<file path="config.mk">
export PLATFORM = sky130hd
export DESIGN_NAME = lgpc_panel_ctrl
export DESIGN_NICKNAME = d
export VERILOG_FILES = /design/src/hw/lgpc_pkg.sv /design/src/hw/lgpc_blinker.sv /design/src/hw/lgpc_press_timer.sv /design/src/hw/lgpc_panel_ctrl.sv
export SDC_FILE = /design/constraint.sdc
export NUM_CORES = 1
export LEC_CHECK = 0
export BUFFER_PORTS_ARGS = -buffer_cell sky130_fd_sc_hd__buf_2
export CORE_MARGIN = 4
export CORE_UTILIZATION = 67
export CTS_CLUSTER_DIAMETER = 50
export DETAILED_ROUTE_END_ITERATION = 6
export GPL_TIMING_DRIVEN = 0
export PLACE_DENSITY = 0.92
export SLEW_MARGIN = 10
export SYNTH_ARGS = -nofsm -noshare
export SYNTH_HDL_FRONTEND = slang
export SYNTH_SLANG_ARGS = --single-unit
</file>
<file path="constraint.sdc">
create_clock -name clk_in -period 5.7 [get_ports clk_in]
set_clock_uncertainty 0.1 [all_clocks]
set_input_delay 0.57 -clock clk_in [delete_from_list [all_inputs] [get_ports clk_in]]
set_output_delay 0.57 -clock clk_in [all_outputs]
set_load 0.1 [all_outputs]
</file>
<file path="src/hw/lgpc_pkg.sv">
// Purpose: Shared constants and types for the lighting gateway panel control.
// Assumes: 125 MHz system clock, synchronous active-high reset.
// Notes:   Times are kept in their own units; cycle counts derive from them.
`default_nettype none
package lgpc_pkg;
  // ==========================================================================
  // Clock and time
  localparam longint unsigned CLK_HZ        = 125_000_000;
  localparam longint unsigned DEBOUNCE_MS   = 20;
  localparam longint unsigned SHORT_MS      = 2000;   // 2 s threshold
  localparam longint unsigned LONG_MS       = 5000;   // 5 s threshold
  localparam longint unsigned IDLE_MIN      = 5;      // Test mode idle limit
  localparam longint unsigned SLOW_HZ       = 1;
  localparam longint unsigned FAST_HZ       = 10;
  localparam longint unsigned DEBOUNCE_CYC  = (CLK_HZ * DEBOUNCE_MS + 999) / 1000;
  localparam longint unsigned SHORT_CYC     = (CLK_HZ * SHORT_MS + 999) / 1000;
  localparam longint unsigned LONG_CYC      = (CLK_HZ * LONG_MS + 999) / 1000;
  localparam longint unsigned IDLE_CYC      = CLK_HZ * 60 * IDLE_MIN;
  localparam longint unsigned SLOW_HALF_CYC = CLK_HZ / (2 * SLOW_HZ);
  localparam longint unsigned FAST_HALF_CYC = CLK_HZ / (2 * FAST_HZ);
  localparam int              CNT_W         = 40;

  // ==========================================================================
  // Lighting bus addressing
  localparam int              CHANNELS      = 2;
  localparam int              ADDR_W        = 6;
  localparam logic [6:0]      MAX_DEVICES   = 7'h40;  // 64 per channel
  localparam logic [6:0]      NO_FREE_ADDR  = 7'h40;

  // ==========================================================================
  // Factory building-bus address, area.line.device
  localparam logic [3:0]      FACT_AREA     = 4'hF;
  localparam logic [3:0]      FACT_LINE     = 4'hF;
  localparam logic [7:0]      FACT_DEV      = 8'hFF;
  localparam logic [15:0]     FACT_PHYS     = {FACT_AREA, FACT_LINE, FACT_DEV};

  typedef enum logic {LGPC_MODE_NORMAL, LGPC_MODE_TEST} lgpc_mode_e;
endpackage
`default_nettype wire

</file>
<file path="src/hw/lgpc_blinker.sv">
// Purpose: Square-wave LED flasher with a fixed half period.
// Assumes: Half period of at least one cycle.
// Notes:   Output starts lit on enable so a blink is visible at once.
`timescale 1ns/1ns
`default_nettype none
module lgpc_blinker
  import lgpc_pkg::*;
#(
  parameter longint unsigned HALF_CYC = FAST_HALF_CYC
) (
  input  wire logic clk_in,
  input  wire logic srst_in,
  input  wire logic en_in,
  output logic      blink_out
);
  logic [CNT_W-1:0] cnt_reg;

  // ==========================================================================
  // Half-period counter and toggle
  always_ff @(posedge clk_in) begin
    if (srst_in || !en_in) begin
      // Parked at terminal count so the first enabled edge lights the LED
      cnt_reg   <= CNT_W'(HALF_CYC - 1);
      blink_out <= 1'b0;
    end else if (cnt_reg == CNT_W'(HALF_CYC - 1)) begin
      // Restart from zero so each phase lasts exactly HALF_CYC cycles
      cnt_reg   <= '0;
      blink_out <= !blink_out;
    end else begin
      cnt_reg <= cnt_reg + CNT_W'(1);
    end
  end
endmodule
`default_nettype wire

</file>
<file path="src/hw/lgpc_press_timer.sv">
// Purpose: Debounce a push button and classify each press by its length.
// Assumes: Button input synchronous to clk_in, high while pressed.
// Notes:   Short and mid decisions fall on release; long fires while held.
`timescale 1ns/1ns
`default_nettype none
module lgpc_press_timer
  import lgpc_pkg::*;
#(
  parameter longint unsigned DEB_CYC   = DEBOUNCE_CYC,
  parameter longint unsigned SHORT_LIM = SHORT_CYC,
  parameter longint unsigned LONG_LIM  = LONG_CYC
) (
  input  wire logic clk_in,
  input  wire logic srst_in,
  input  wire logic btn_in,
  output logic      press_out,
  output logic      short_out,
  output logic      mid_out,
  output logic      long_out
);
  logic             stable_reg;
  logic [CNT_W-1:0] deb_reg;
  logic [CNT_W-1:0] dur_reg;

  // ==========================================================================
  // Debounce: adopt a new level only after it held for DEB_CYC
  always_ff @(posedge clk_in) begin
    if (srst_in) begin
      stable_reg <= 1'b0;
      deb_reg    <= '0;
    end else if (btn_in == stable_reg) begin
      deb_reg <= '0;
    end else if (deb_reg == CNT_W'(DEB_CYC - 1)) begin
      deb_reg    <= '0;
      stable_reg <= btn_in;
    end else begin
      deb_reg <= deb_reg + CNT_W'(1);
    end
  end

  // ==========================================================================
  // Duration count on the clean level, saturating at the long limit
  always_ff @(posedge clk_in) begin
    if (srst_in) begin
      dur_reg   <= '0;
      press_out <= 1'b0;
      short_out <= 1'b0;
      mid_out   <= 1'b0;
      long_out  <= 1'b0;
    end else begin
      press_out <= 1'b0;
      short_out <= 1'b0;
      mid_out   <= 1'b0;
      long_out  <= 1'b0;
      if (stable_reg) begin
        if (dur_reg == '0)
          press_out <= 1'b1;
        if (dur_reg == CNT_W'(LONG_LIM - 1))
          long_out <= 1'b1;
        if (dur_reg != CNT_W'(LONG_LIM))
          dur_reg <= dur_reg + CNT_W'(1);
      end else if (dur_reg != '0) begin
        // Release: a long press already reported while held
        short_out <= dur_reg < CNT_W'(SHORT_LIM);
        mid_out   <= dur_reg >= CNT_W'(SHORT_LIM) && dur_reg < CNT_W'(LONG_LIM);
        dur_reg   <= '0;
      end
    end
  end
endmodule
`default_nettype wire

</file>
<file path="src/hw/lgpc_panel_ctrl.sv">
// Purpose: Front-panel supervision of a two-channel lighting gateway:
//          programming LED, ready and status LEDs, test mode, init phase
//          and short-address allocation.
// Assumes: All inputs synchronous to clk_in; the scan engine reports
//          addressed devices before unaddressed ones in each init scan.
// Notes:   Long timers are parameters so simulation can shorten them.
`timescale 1ns/1ns
`default_nettype none
module lgpc_panel_ctrl
  import lgpc_pkg::*;
#(
  parameter longint unsigned DEB_CYC   = DEBOUNCE_CYC,
  parameter longint unsigned SHORT_LIM = SHORT_CYC,
  parameter longint unsigned LONG_LIM  = LONG_CYC,
  parameter longint unsigned IDLE_LIM  = IDLE_CYC,
  parameter longint unsigned SLOW_HALF = SLOW_HALF_CYC,
  parameter longint unsigned FAST_HALF = FAST_HALF_CYC
) (
  input  wire logic              clk_in,
  input  wire logic              srst_in,
  input  wire logic              prog_btn_in,
  input  wire logic              phys_set_in,
  input  wire logic [15:0]       phys_addr_in,
  input  wire logic              supply_ok_in,
  input  wire logic              fault_short_in,
  input  wire logic              fault_ballast_in,
  input  wire logic              fault_lamp_in,
  input  wire logic              test_btn_in,
  input  wire logic              download_in,
  input  wire logic              bus_recover_in,
  input  wire logic              count_cmd_in,
  input  wire logic              auto_addr_en_in,
  input  wire logic              dev_valid_in,
  input  wire logic              dev_chan_in,
  input  wire logic              dev_has_addr_in,
  input  wire logic [ADDR_W-1:0] dev_addr_in,
  input  wire logic              scan_done_in,
  output logic                   prog_led_out,
  output logic [15:0]            phys_addr_out,
  output logic                   ready_led_out,
  output logic                   status_led_out,
  output logic                   test_mode_out,
  output logic                   chan_a_on_out,
  output logic                   chan_b_on_out,
  output logic                   discard_levels_out,
  output logic                   init_active_out,
  output logic                   init_start_out,
  output logic                   count_req_out,
  output logic [7:0]             ref_count_out,
  output logic                   dev_ready_out,
  output logic                   assign_valid_out,
  output logic                   assign_chan_out,
  output logic [ADDR_W-1:0]      assign_addr_out,
  output logic [6:0]             assign_dev_out
);
  // ==========================================================================
  // Helpers
  function automatic logic [6:0] lowest_free(input logic [63:0] map);
    logic [6:0] r;
    r = NO_FREE_ADDR;
    for (int i = 63; i >= 0; i--)
      if (!map[i])
        r = 7'(i);
    return r;
  endfunction

  function automatic logic [6:0] dev_number(input logic [ADDR_W-1:0] a);
    return {1'b0, a} + 7'h01;
  endfunction

  lgpc_mode_e       mode_reg;
  logic             prog_btn_d_reg;
  logic             short_d_reg;
  logic             overflow_reg;
  logic             counting_reg;
  logic [CNT_W-1:0] idle_reg;
  logic [63:0]      used_reg [CHANNELS];
  logic [6:0]       chan_cnt_reg [CHANNELS];
  logic [7:0]       total_reg;
  logic [6:0]       free_addr;
  logic             press_p, short_p, mid_p, long_p;
  logic             slow_blink, fast_blink;
  logic             test_enter, test_leave, init_go, idle_hit;

  lgpc_press_timer #(
    .DEB_CYC   (DEB_CYC),
    .SHORT_LIM (SHORT_LIM),
    .LONG_LIM  (LONG_LIM)
  ) u_press (
    .clk_in    (clk_in),
    .srst_in   (srst_in),
    .btn_in    (test_btn_in),
    .press_out (press_p),
    .short_out (short_p),
    .mid_out   (mid_p),
    .long_out  (long_p)
  );

  lgpc_blinker #(.HALF_CYC(SLOW_HALF)) u_slow (
    .clk_in    (clk_in),
    .srst_in   (srst_in),
    .en_in     (mode_reg == LGPC_MODE_TEST),
    .blink_out (slow_blink)
  );

  lgpc_blinker #(.HALF_CYC(FAST_HALF)) u_fast (
    .clk_in    (clk_in),
    .srst_in   (srst_in),
    .en_in     (init_active_out),
    .blink_out (fast_blink)
  );

  // ==========================================================================
  // Programming mode; independent of supply so the bus can always program
  always_ff @(posedge clk_in) begin
    if (srst_in) begin
      prog_btn_d_reg <= 1'b0;
      prog_led_out   <= 1'b0;
      phys_addr_out  <= FACT_PHYS;
    end else begin
      prog_btn_d_reg <= prog_btn_in;
      if (phys_set_in && prog_led_out)
        phys_addr_out <= phys_addr_in;
      if (prog_btn_in && !prog_btn_d_reg)
        prog_led_out <= !prog_led_out;
      else if (phys_set_in)
        prog_led_out <= 1'b0;
    end
  end

  // ==========================================================================
  // Test mode decisions
  assign idle_hit   = mode_reg == LGPC_MODE_TEST && idle_reg == CNT_W'(IDLE_LIM - 1);
  assign test_enter = mode_reg == LGPC_MODE_NORMAL && mid_p;
  assign test_leave = mode_reg == LGPC_MODE_TEST && (mid_p || bus_recover_in || idle_hit);
  assign init_go    = download_in || bus_recover_in || test_leave
                      || (short_d_reg && !fault_short_in);

  always_ff @(posedge clk_in) begin
    if (srst_in) begin
      mode_reg           <= LGPC_MODE_NORMAL;
      chan_a_on_out      <= 1'b0;
      chan_b_on_out      <= 1'b0;
      discard_levels_out <= 1'b0;
    end else begin
      discard_levels_out <= test_enter;
      if (test_enter) begin
        mode_reg      <= LGPC_MODE_TEST;
        chan_a_on_out <= 1'b1;
        chan_b_on_out <= 1'b0;
      end else if (test_leave) begin
        mode_reg <= LGPC_MODE_NORMAL;
      end else if (mode_reg == LGPC_MODE_TEST && short_p) begin
        chan_a_on_out <= !chan_a_on_out;
        chan_b_on_out <= !chan_b_on_out;
      end
    end
  end
  assign test_mode_out = mode_reg == LGPC_MODE_TEST;

  // Idle timer; brightness outputs are left as they stand on timeout
  always_ff @(posedge clk_in) begin
    if (srst_in || mode_reg != LGPC_MODE_TEST || test_leave || press_p)
      idle_reg <= '0;
    else
      idle_reg <= idle_reg + CNT_W'(1);
  end

  // ==========================================================================
  // Init phase and device counting sessions
  always_ff @(posedge clk_in) begin
    if (srst_in) begin
      init_active_out <= 1'b0;
      init_start_out  <= 1'b0;
      short_d_reg     <= 1'b0;
      counting_reg    <= 1'b0;
      count_req_out   <= 1'b0;
      ref_count_out   <= 8'h00;
      total_reg       <= 8'h00;
    end else begin
      short_d_reg    <= fault_short_in;
      init_start_out <= init_go;
      count_req_out  <= (long_p || count_cmd_in) && !counting_reg;
      if (init_go)
        init_active_out <= 1'b1;
      else if (scan_done_in && !overflow_reg)
        init_active_out <= 1'b0;
      if ((long_p || count_cmd_in) && !counting_reg) begin
        counting_reg <= 1'b1;
        total_reg    <= 8'h00;
      end else if (counting_reg && scan_done_in) begin
        counting_reg  <= 1'b0;
        ref_count_out <= total_reg;
      end else if (counting_reg && dev_valid_in && total_reg != 8'hFF) begin
        total_reg <= total_reg + 8'h01;
      end
    end
  end

  // ==========================================================================
  // Short-address allocation, one reported device per cycle
  assign dev_ready_out = 1'b1;

  // Lowest free address on the reporting channel, from the map as it stands
  assign free_addr = lowest_free(used_reg[dev_chan_in]);

  always_ff @(posedge clk_in) begin
    if (srst_in || init_go) begin
      for (int c = 0; c < CHANNELS; c++) begin
        used_reg[c]     <= 64'h0;
        chan_cnt_reg[c] <= 7'h00;
      end
      overflow_reg     <= 1'b0;
      assign_valid_out <= 1'b0;
      assign_chan_out  <= 1'b0;
      assign_addr_out  <= '0;
      assign_dev_out   <= 7'h00;
    end else begin
      assign_valid_out <= 1'b0;
      if (init_active_out && !counting_reg && dev_valid_in) begin
        if (chan_cnt_reg[dev_chan_in] == MAX_DEVICES)
          overflow_reg <= 1'b1;
        else
          chan_cnt_reg[dev_chan_in] <= chan_cnt_reg[dev_chan_in] + 7'h01;
        if (dev_has_addr_in && !used_reg[dev_chan_in][dev_addr_in]) begin
          used_reg[dev_chan_in][dev_addr_in] <= 1'b1;
        end else if (auto_addr_en_in && free_addr != NO_FREE_ADDR) begin
          // Unaddressed, or a duplicate holder of a taken address
          used_reg[dev_chan_in][free_addr[5:0]] <= 1'b1;
          assign_valid_out <= 1'b1;
          assign_chan_out  <= dev_chan_in;
          assign_addr_out  <= free_addr[5:0];
          assign_dev_out   <= dev_number(free_addr[5:0]);
        end
      end
    end
  end

  // ==========================================================================
  // LEDs; init blink outranks test blink, which outranks steady fault
  always_ff @(posedge clk_in) begin
    if (srst_in) begin
      ready_led_out  <= 1'b0;
      status_led_out <= 1'b0;
    end else begin
      ready_led_out <= supply_ok_in && mode_reg == LGPC_MODE_NORMAL && !test_enter;
      if (init_active_out)
        status_led_out <= fast_blink;
      else if (mode_reg == LGPC_MODE_TEST)
        status_led_out <= slow_blink;
      else
        status_led_out <= fault_short_in || fault_ballast_in || fault_lamp_in;
    end
  end
endmodule
`default_nettype wire

</file>
==> results of run 1 <==
==> layout make-up <==
class                   instances  area, um^2  share of cell area (%)
plain buffers                 126       654.4                   2.898
flip-flops and latches        410        8348                   36.97
inverters                      62       232.7                   1.031
well taps                     390       488.0                   2.161
clock buffers                  63        1285                   5.691
multi-input cells            1759       10990                   48.68
clock inverters                16       147.6                  0.6539
diodes                          3       7.507                 0.03325
repair buffers                 85       425.4                   1.884
==> path summary, 6_finish.rpt <==
kind,to,slack [ns],cells past startpoint
setup / recovery,used_reg[0][59]$_DFF_P_,1.26,11
hold / removal,short_d_reg$_SDFF_PP0_,0.17,3
setup reg to reg,chan_cnt_reg[0][2]$_SDFFCE_PN0P_,1.40,8
hold reg to reg,ref_count_out[1]$_SDFFE_PP0P_,0.36,2
==> cells by family after synthesis <==
kind of cell,count (synthesis)
and+or+nand+nor,958
AOI/OAI and AO/OA,521
DFF,410
buffers and inverters,188
xor gates and xnor gates,185
muxes,83
adders and majority gates,11
other,1
==> synthesized netlist by cell type, types with 10 or more instances <==
| library cell | instances | share of area (%) |
|---|---|---|
| a211o_1 | 19 | 0.82 |
| a21oi_1 | 55 | 1.4 |
| a22oi_1 | 55 | 2.0 |
| a32oi_1 | 67 | 2.9 |
| and2_1 | 21 | 0.65 |
| and3_1 | 64 | 2.0 |
| buf_2 | 16 | 0.40 |
| buf_6 | 17 | 0.95 |
| clkbuf_1 | 77 | 1.4 |
| dfxtp_1 | 396 | 39 |
| edfxtp_1 | 14 | 2.1 |
| ha_1 | 11 | 0.68 |
| inv_1 | 61 | 1.1 |
| mux2i_1 | 71 | 3.5 |
| nand2_1 | 185 | 3.4 |
| nand2b_1 | 26 | 0.81 |
| nand3_1 | 120 | 3.0 |
| nand3b_1 | 19 | 0.71 |
| nand4_1 | 60 | 1.9 |
| nor2_1 | 272 | 5.1 |
| nor2b_1 | 22 | 0.68 |
| nor3_1 | 40 | 0.99 |
| nor4_1 | 29 | 0.90 |
| nor4b_1 | 10 | 0.43 |
| o21ai_0 | 160 | 4.0 |
| o21ai_1 | 34 | 0.84 |
| o221ai_1 | 15 | 0.65 |
| o22ai_1 | 28 | 0.87 |
| or3_1 | 36 | 1.1 |
| xnor2_1 | 58 | 2.5 |
| xor2_1 | 127 | 5.5 |
==> report_power, final <==
part           switching [mW]  total, mW  internal (mW)
sequential             0.0306       2.95           2.92
clock                    1.21       2.84           1.63
combinational           0.334      0.451          0.117
total                    1.57       6.24           4.67
==> layout by cell type, fill, tap and decap left out, types with 11 or more instances in the layout <==
cell / count
nor2_1: 266
a22oi_1: 55
a21oi_1: 55
o22ai_1: 28
nand2b_1: 26
nor2b_1: 22
edfxtp_1: 14
nor3_1: 40
xor2_1: 127
clkbuf_1: 87
and2_1: 21
and3_1: 64
a211o_1: 19
nand3b_1: 19
mux2i_1: 71
nand3_1: 120
buf_2: 101
clkbuf_16: 46
inv_1: 61
or3_1: 36
dfxtp_1: 396
nand2_1: 185
nand4_1: 60
xnor2_1: 58
buf_6: 17
o21ai_0: 160
ha_1: 11
o221ai_1: 15
a32oi_1: 67
o21ai_1: 34
nor4_1: 28
==> worst register-to-register path, cell delays in order, from the launching register on <==
cell      delay, ns
dfxtp_1        0.37
and3_1         0.24
and4_1         0.25
a311o_1        0.47
a21oi_1        0.53
clkbuf_1       0.58
buf_2          0.40
clkbuf_1       0.59
nand2_1        0.42
==> layer usage <==
layer	routed length, um	vias up	share of wire [%]	track usage, %
li1	-	8821	-	-
met1	25990	9356	38	51.04
met2	28880	1331	42	59.83
met3	9017	334	13	13.32
met4	4172	4	6.1	19.48
met5	29	-	0.043	0
==> out/metrics.yaml, run 1 <==
outcome: "finished, violations left"
failed_checks: "DRC, capacitance limit, slew limit"
critPathKind: "in -> reg"
end_kind: "flip-flop"
avgSynthCellArea_um2: 8.573
synthAdderAreaFrac_pct: 0.6812
crit_top_cell: "clkbuf_1"
r2r-start: "idle_reg[18]$_SDFF_PP0_"
synthSimpleGateAreaFrac_pct: 23.92
cts_tree: "done"
p_leak_nw: 7.879
critPathBufInv: 3
num_io_pins: 89
ys.flop_type: "dfxtp_1"
hold_start: "fault_short_in"
drv_slew: 18
postRouteAntennaNets: 0
fin_ws_ns: 1.257
die_h_um: 181.7
crit_path_max_fanout: 10
route.detailed.drc: 31
vias: 19846
antenna_found_initial: 5
crit_start: "dev_addr_in[1]"
area_growth_pct: 11.75
rows: 63
nets: 2539
clkSlewWorstSetupHoldPaths_ns: 0.06
clock_latency_ns: 0.56
post-route-util_pct: 75.98
synth_edf_count: 14
dr.pass1.iters: 7
root_buffer: "clkbuf_16"
cts_setup_buffers: 0
layout-drive-gt1-share_pct: 9.480
p_total_mw: 6.240
syn-num-nets: 2407
postPlaceCellArea_um2: 21120
start_kind: "input port"
synth_xor_area_share_pct: 8.019
layout.cells.non_filler: 2914
critPathMaxStageDelay_ns: 0.83
grt_pass1_vias: 19133
finalCriticalPeriod_ns: 4.443
period_share_pct: 77.95
finalHoldViolations: 0
ctsHtreeMaxLevel: 2
stdcell_area_um2: 22580
die_area_um2: 33000
tightest_slew_ns: 1.607
hold_ws_ns: 0.1705
core_area_um2: 29720
max_slew_margin_pct: -7.508
hpwlAfterDp_um: 46310
syn_area_um2: 20210
drt_iter0_drc: 2751
yosysSeqAreaShare_pct: 41.32
crit_chain: "buf_2 -> or3b_2 -> clkbuf_1 -> o22ai_1 -> or4_1 -> a221oi_1 -> o211ai_2 -> nor2_2 -> clkbuf_1 -> a32oi_1 -> o21ai_0"
synthMuxAreaShare_pct: 4.322
viasPerCell: 6.811
async_flop_share_pct: 0
holdBufCountCts: 0
yosysWarnings: 0
rsz0062_at_grt: "no"
overflow: 0
clock-sinks: 410
wire_per_inst_um: 23.37
place_ws_ns: 1.037
synth_cell_types: 92
cp_slowest_cell: "nor2_2"
largest_register_ffs: 128
placed_cells_incl_taps: 2832
syn_inst: 2357
max-vdd-ir-drop_mv: 0.2883
synth-compound-area-share_pct: 17.33
critical_path_arrival_ns: 4.80
fillers: 2067
synth_top_family_by_area: "simple AND/OR/NAND/NOR gates"
ys_ff_latch: 410
setup-tns-final_ns: 0
critPathTopFamily: "simple AND/OR/NAND/NOR gates"
cts_made_buffers: 45
start_util_pct: 67.99
fp.dieW_um: 181.7
fmax_mhz: 225.1
io_buffers: 85
postCtsResizedCells: 0
clock_path_buffers: 3
hold_class: "in -> reg"
drt_wl_total_um: 68090
max_cap_violations: 3
grt_start_max_net_pins: 15
routabilityCongestion: 1.056
powerDensity_nw_per_um2: 276.4
grt_usage_pct: 39.62
grt_first_pass_wirelength_um: 105000
critical_path_required_ns: 6.06
setup_viol: 0
(Power assumes the default switching activity.)
==> run 2: changes to the inputs <==
Settings changed: CORE_UTILIZATION 67 to 62, PLACE_DENSITY 0.92 to 0.86.
Clock period 5.7 ns to 4.15 ns, I/O delays scaled along.
==> run 2 against run 1 <==
Net effect:
- the run ends with DRC, setup timing left
- clock-buffer cell count up 2
- register-to-register slack worse by 1.2 ns
- non-clock buffer count up 2
- total power up 48%
- sequential share of layout area down 0.63 points
- critical endpoint is now used_reg[1][13]$_DFF_P_
- largest power group is now clock
==> out/metrics.yaml, run 2 (synthesized netlist as in run 1, its figures left out) <==
outcome: "finished, violations left"  # unchanged
failed_checks: "DRC, setup timing"  # was DRC, capacitance limit, slew limit
finalCriticalPeriod_ns: 4.309
nets: 2544  # was 2539
setup-tns-final_ns: -2.603  # was 0 ns
grt_usage_pct: 35.77  # was 39.62%
drt_iter0_drc: 2798  # was 2751
cp_slowest_cell: "clkbuf_1"  # was nor2_2
max-vdd-ir-drop_mv: 0.4013  # was 0.2883 mV
grt_pass1_vias: 18532  # was 19.13k
area_growth_pct: 13.69  # was 11.75%
antenna_found_initial: 0  # was 5
core_area_um2: 31880  # was 29720 um^2
viasPerCell: 6.665  # was 6.811
postRouteAntennaNets: 0  # unchanged
crit_chain: "buf_6 -> clkbuf_1 -> mux2i_1 -> o22ai_1 -> nor4_1 -> o221a_2 -> o211ai_2 -> nor2_2 -> clkbuf_1 -> a32oi_1 -> o21ai_0"  # was buf_2 -> or3b_2 -> clkbuf_1 -> o22ai_1 -> or4_1 -> a221oi_1 -> o211ai_2 -> nor2_2 -> clkbuf_1 -> a32oi_1 -> o21ai_0
die_area_um2: 35540  # was 33000 um^2
grt_first_pass_wirelength_um: 102600  # was 105000 um
crit_top_cell: "clkbuf_1"  # unchanged
critical_path_required_ns: 4.51  # was 6.06 ns
place_ws_ns: -0.6674  # was 1.037 ns
largest_register_ffs: 128  # unchanged
p_int_mw: 6.973  # was 4.665 mW
rows: 65  # was 63
powerDensity_nw_per_um2: 401.9  # was 276.4 nW/um^2
dr.pass1.iters: 7  # unchanged
tightest_slew_ns: 1.469  # was 1.607 ns
fmax_mhz: 232.1
switchingPower_mw: 2.259  # was 1.575 mW
drt_wl_total_um: 66600  # was 68090 um
wire_per_inst_um: 22.42  # was 23.37 um
vias: 19802  # was 19.85k
final_common_cell: "dfxtp_1"  # unchanged
start_util_pct: 63.38  # was 67.99%
hpwlAfterDp_um: 46100  # was 46310 um
hold_class: "in -> reg"  # unchanged
clkSlewWorstSetupHoldPaths_ns: 0.06  # about the same
period_share_pct: 103.8
drv_slew: 0  # was 18
rsz0062_at_grt: "no"  # unchanged
critPathBufInv: 3  # unchanged
clock_path_buffers: 3  # unchanged
clock-sinks: 410  # unchanged
layout-drive-gt1-share_pct: 10.06  # was 9.480%
p_seq_share_pct: 43.8  # was 47.2%
placed_cells_incl_taps: 2877  # was 2832
routabilityCongestion: 1.089  # was 1.056
critical_path_arrival_ns: 4.67  # was 4.80 ns
max_slew_margin_pct: 1.680  # was -7.508%
critPathTopFamily: "buffers and inverters"  # was simple AND/OR/NAND/NOR gates
fp.dieW_um: 188.5  # was 181.7 um
end_kind: "flip-flop"  # unchanged
swShare_pct: 24.47  # was 25.24%
num_io_pins: 89  # unchanged
route.detailed.drc: 30  # was 31
critPathMaxStageDelay_ns: 0.77  # was 0.83 ns
fin_ws_ns: -0.1590  # was 1.257 ns
fillers: 2435  # was 2067
setup_viol: 49  # was 0
max_cap_violations: 0  # was 3
clkPwrFrac_pct: 49.4  # was 45.5%
clock_latency_ns: 0.57  # was 0.56 ns
io_buffers: 85  # unchanged
die_h_um: 188.5  # was 181.7 um
layout_common_cells: "dfxtp_1, nor2_1, nand2_1, o21ai_0, xor2_1"  # unchanged
layout.cells.non_filler: 2971  # was 2914
finalHoldViolations: 0  # unchanged
seq_area_um2: 8348  # unchanged
p_leak_nw: 8.044  # was 7.879 nW
root_buffer: "clkbuf_16"  # unchanged
p_total_mw: 9.232  # was 6.240 mW
cts_tree: "done"  # unchanged
crit_path_max_fanout: 10  # unchanged
start_kind: "input port"  # unchanged
multi_input_area_um2: 11010  # was 10990 um^2
ctsHtreeMaxLevel: 2  # unchanged
critPathKind: "in -> reg"  # unchanged
p_comb_share_pct: 6.7  # was 7.2%
cts_made_buffers: 48  # was 45
overflow: 0  # unchanged
grt_start_max_net_pins: 14  # was 15
run 2: path summary, 6_finish.rpt:
path,start,to,slack (ns),depth (start not counted)
worst min-delay path,supply_ok_in,ready_led_out$_SDFF_PP0_,0.02,2
worst max register to register,idle_reg[15]$_SDFF_PP0_,chan_cnt_reg[0][4]$_SDFFCE_PN0P_,0.16,9
worst min register to register,idle_reg[0]$_SDFF_PP0_,idle_reg[0]$_SDFF_PP0_,0.35,1
worst max-delay path,dev_chan_in,used_reg[1][13]$_DFF_P_,-0.16,11
run 2: area by class of cell:
| class | instances | share of cell area, % |
|---|---|---|
| clock inverters | 25 | 1.492 |
| flip-flops and latches | 410 | 36.34 |
| plain buffers | 126 | 2.854 |
| diodes | 2 | 0.02179 |
| repair buffers | 87 | 1.928 |
| inverters | 62 | 1.013 |
| multi-input cells | 1759 | 47.94 |
| clock buffers | 65 | 6.041 |
| well taps | 435 | 2.369 |
run 2: power groups by stage:
| stage | registers, mW | clock network, mW | logic [mW] |
|---|---|---|---|
| 6_report | 4.05 | 4.56 | 0.620 |
| 5_1_grt | 4.05 | 4.75 | 0.649 |
| 4_1_cts | 4.05 | 4.57 | 0.598 |
| 3_3_place_gp | 4.13 | 0 | 0.586 |
| 3_5_place_dp | 4.13 | 0 | 0.594 |
| 2_1_floorplan | 4.22 | 0 | 0.318 |
run 2: stage by stage:
stage / area (um^2) / hold WS (ns) / utilization (%)
global route: 22970 / 0.03432 / 72.04
finish: 22970 / 0.02011 / 72.05
detailed placement: 21180 / 0.3390 / 66.42
floorplan: 20210 / 0.3129 / -
global placement: 21180 / 0.3232 / 66.42
CTS: 22930 / 0.01143 / 71.92
run 2: per-layer routing:
metal  global-route usage (%)  part of all wire (%)
met3                    11.73                    13
met1                    46.00                    38
met5                        0                     0
met4                    17.71                   6.1
met2                    54.31                    43
run 2: what timing repair did:
item | CTS | global route
resized for setup | 1 | 6
hold endpoints to repair | 1 | 0
endpoints found under the setup margin | 11 | 46
buffers inserted | 1 | 0
pin swaps | 1 | 0
hold buffers | 1 | 0
gates cloned | 0 | 0
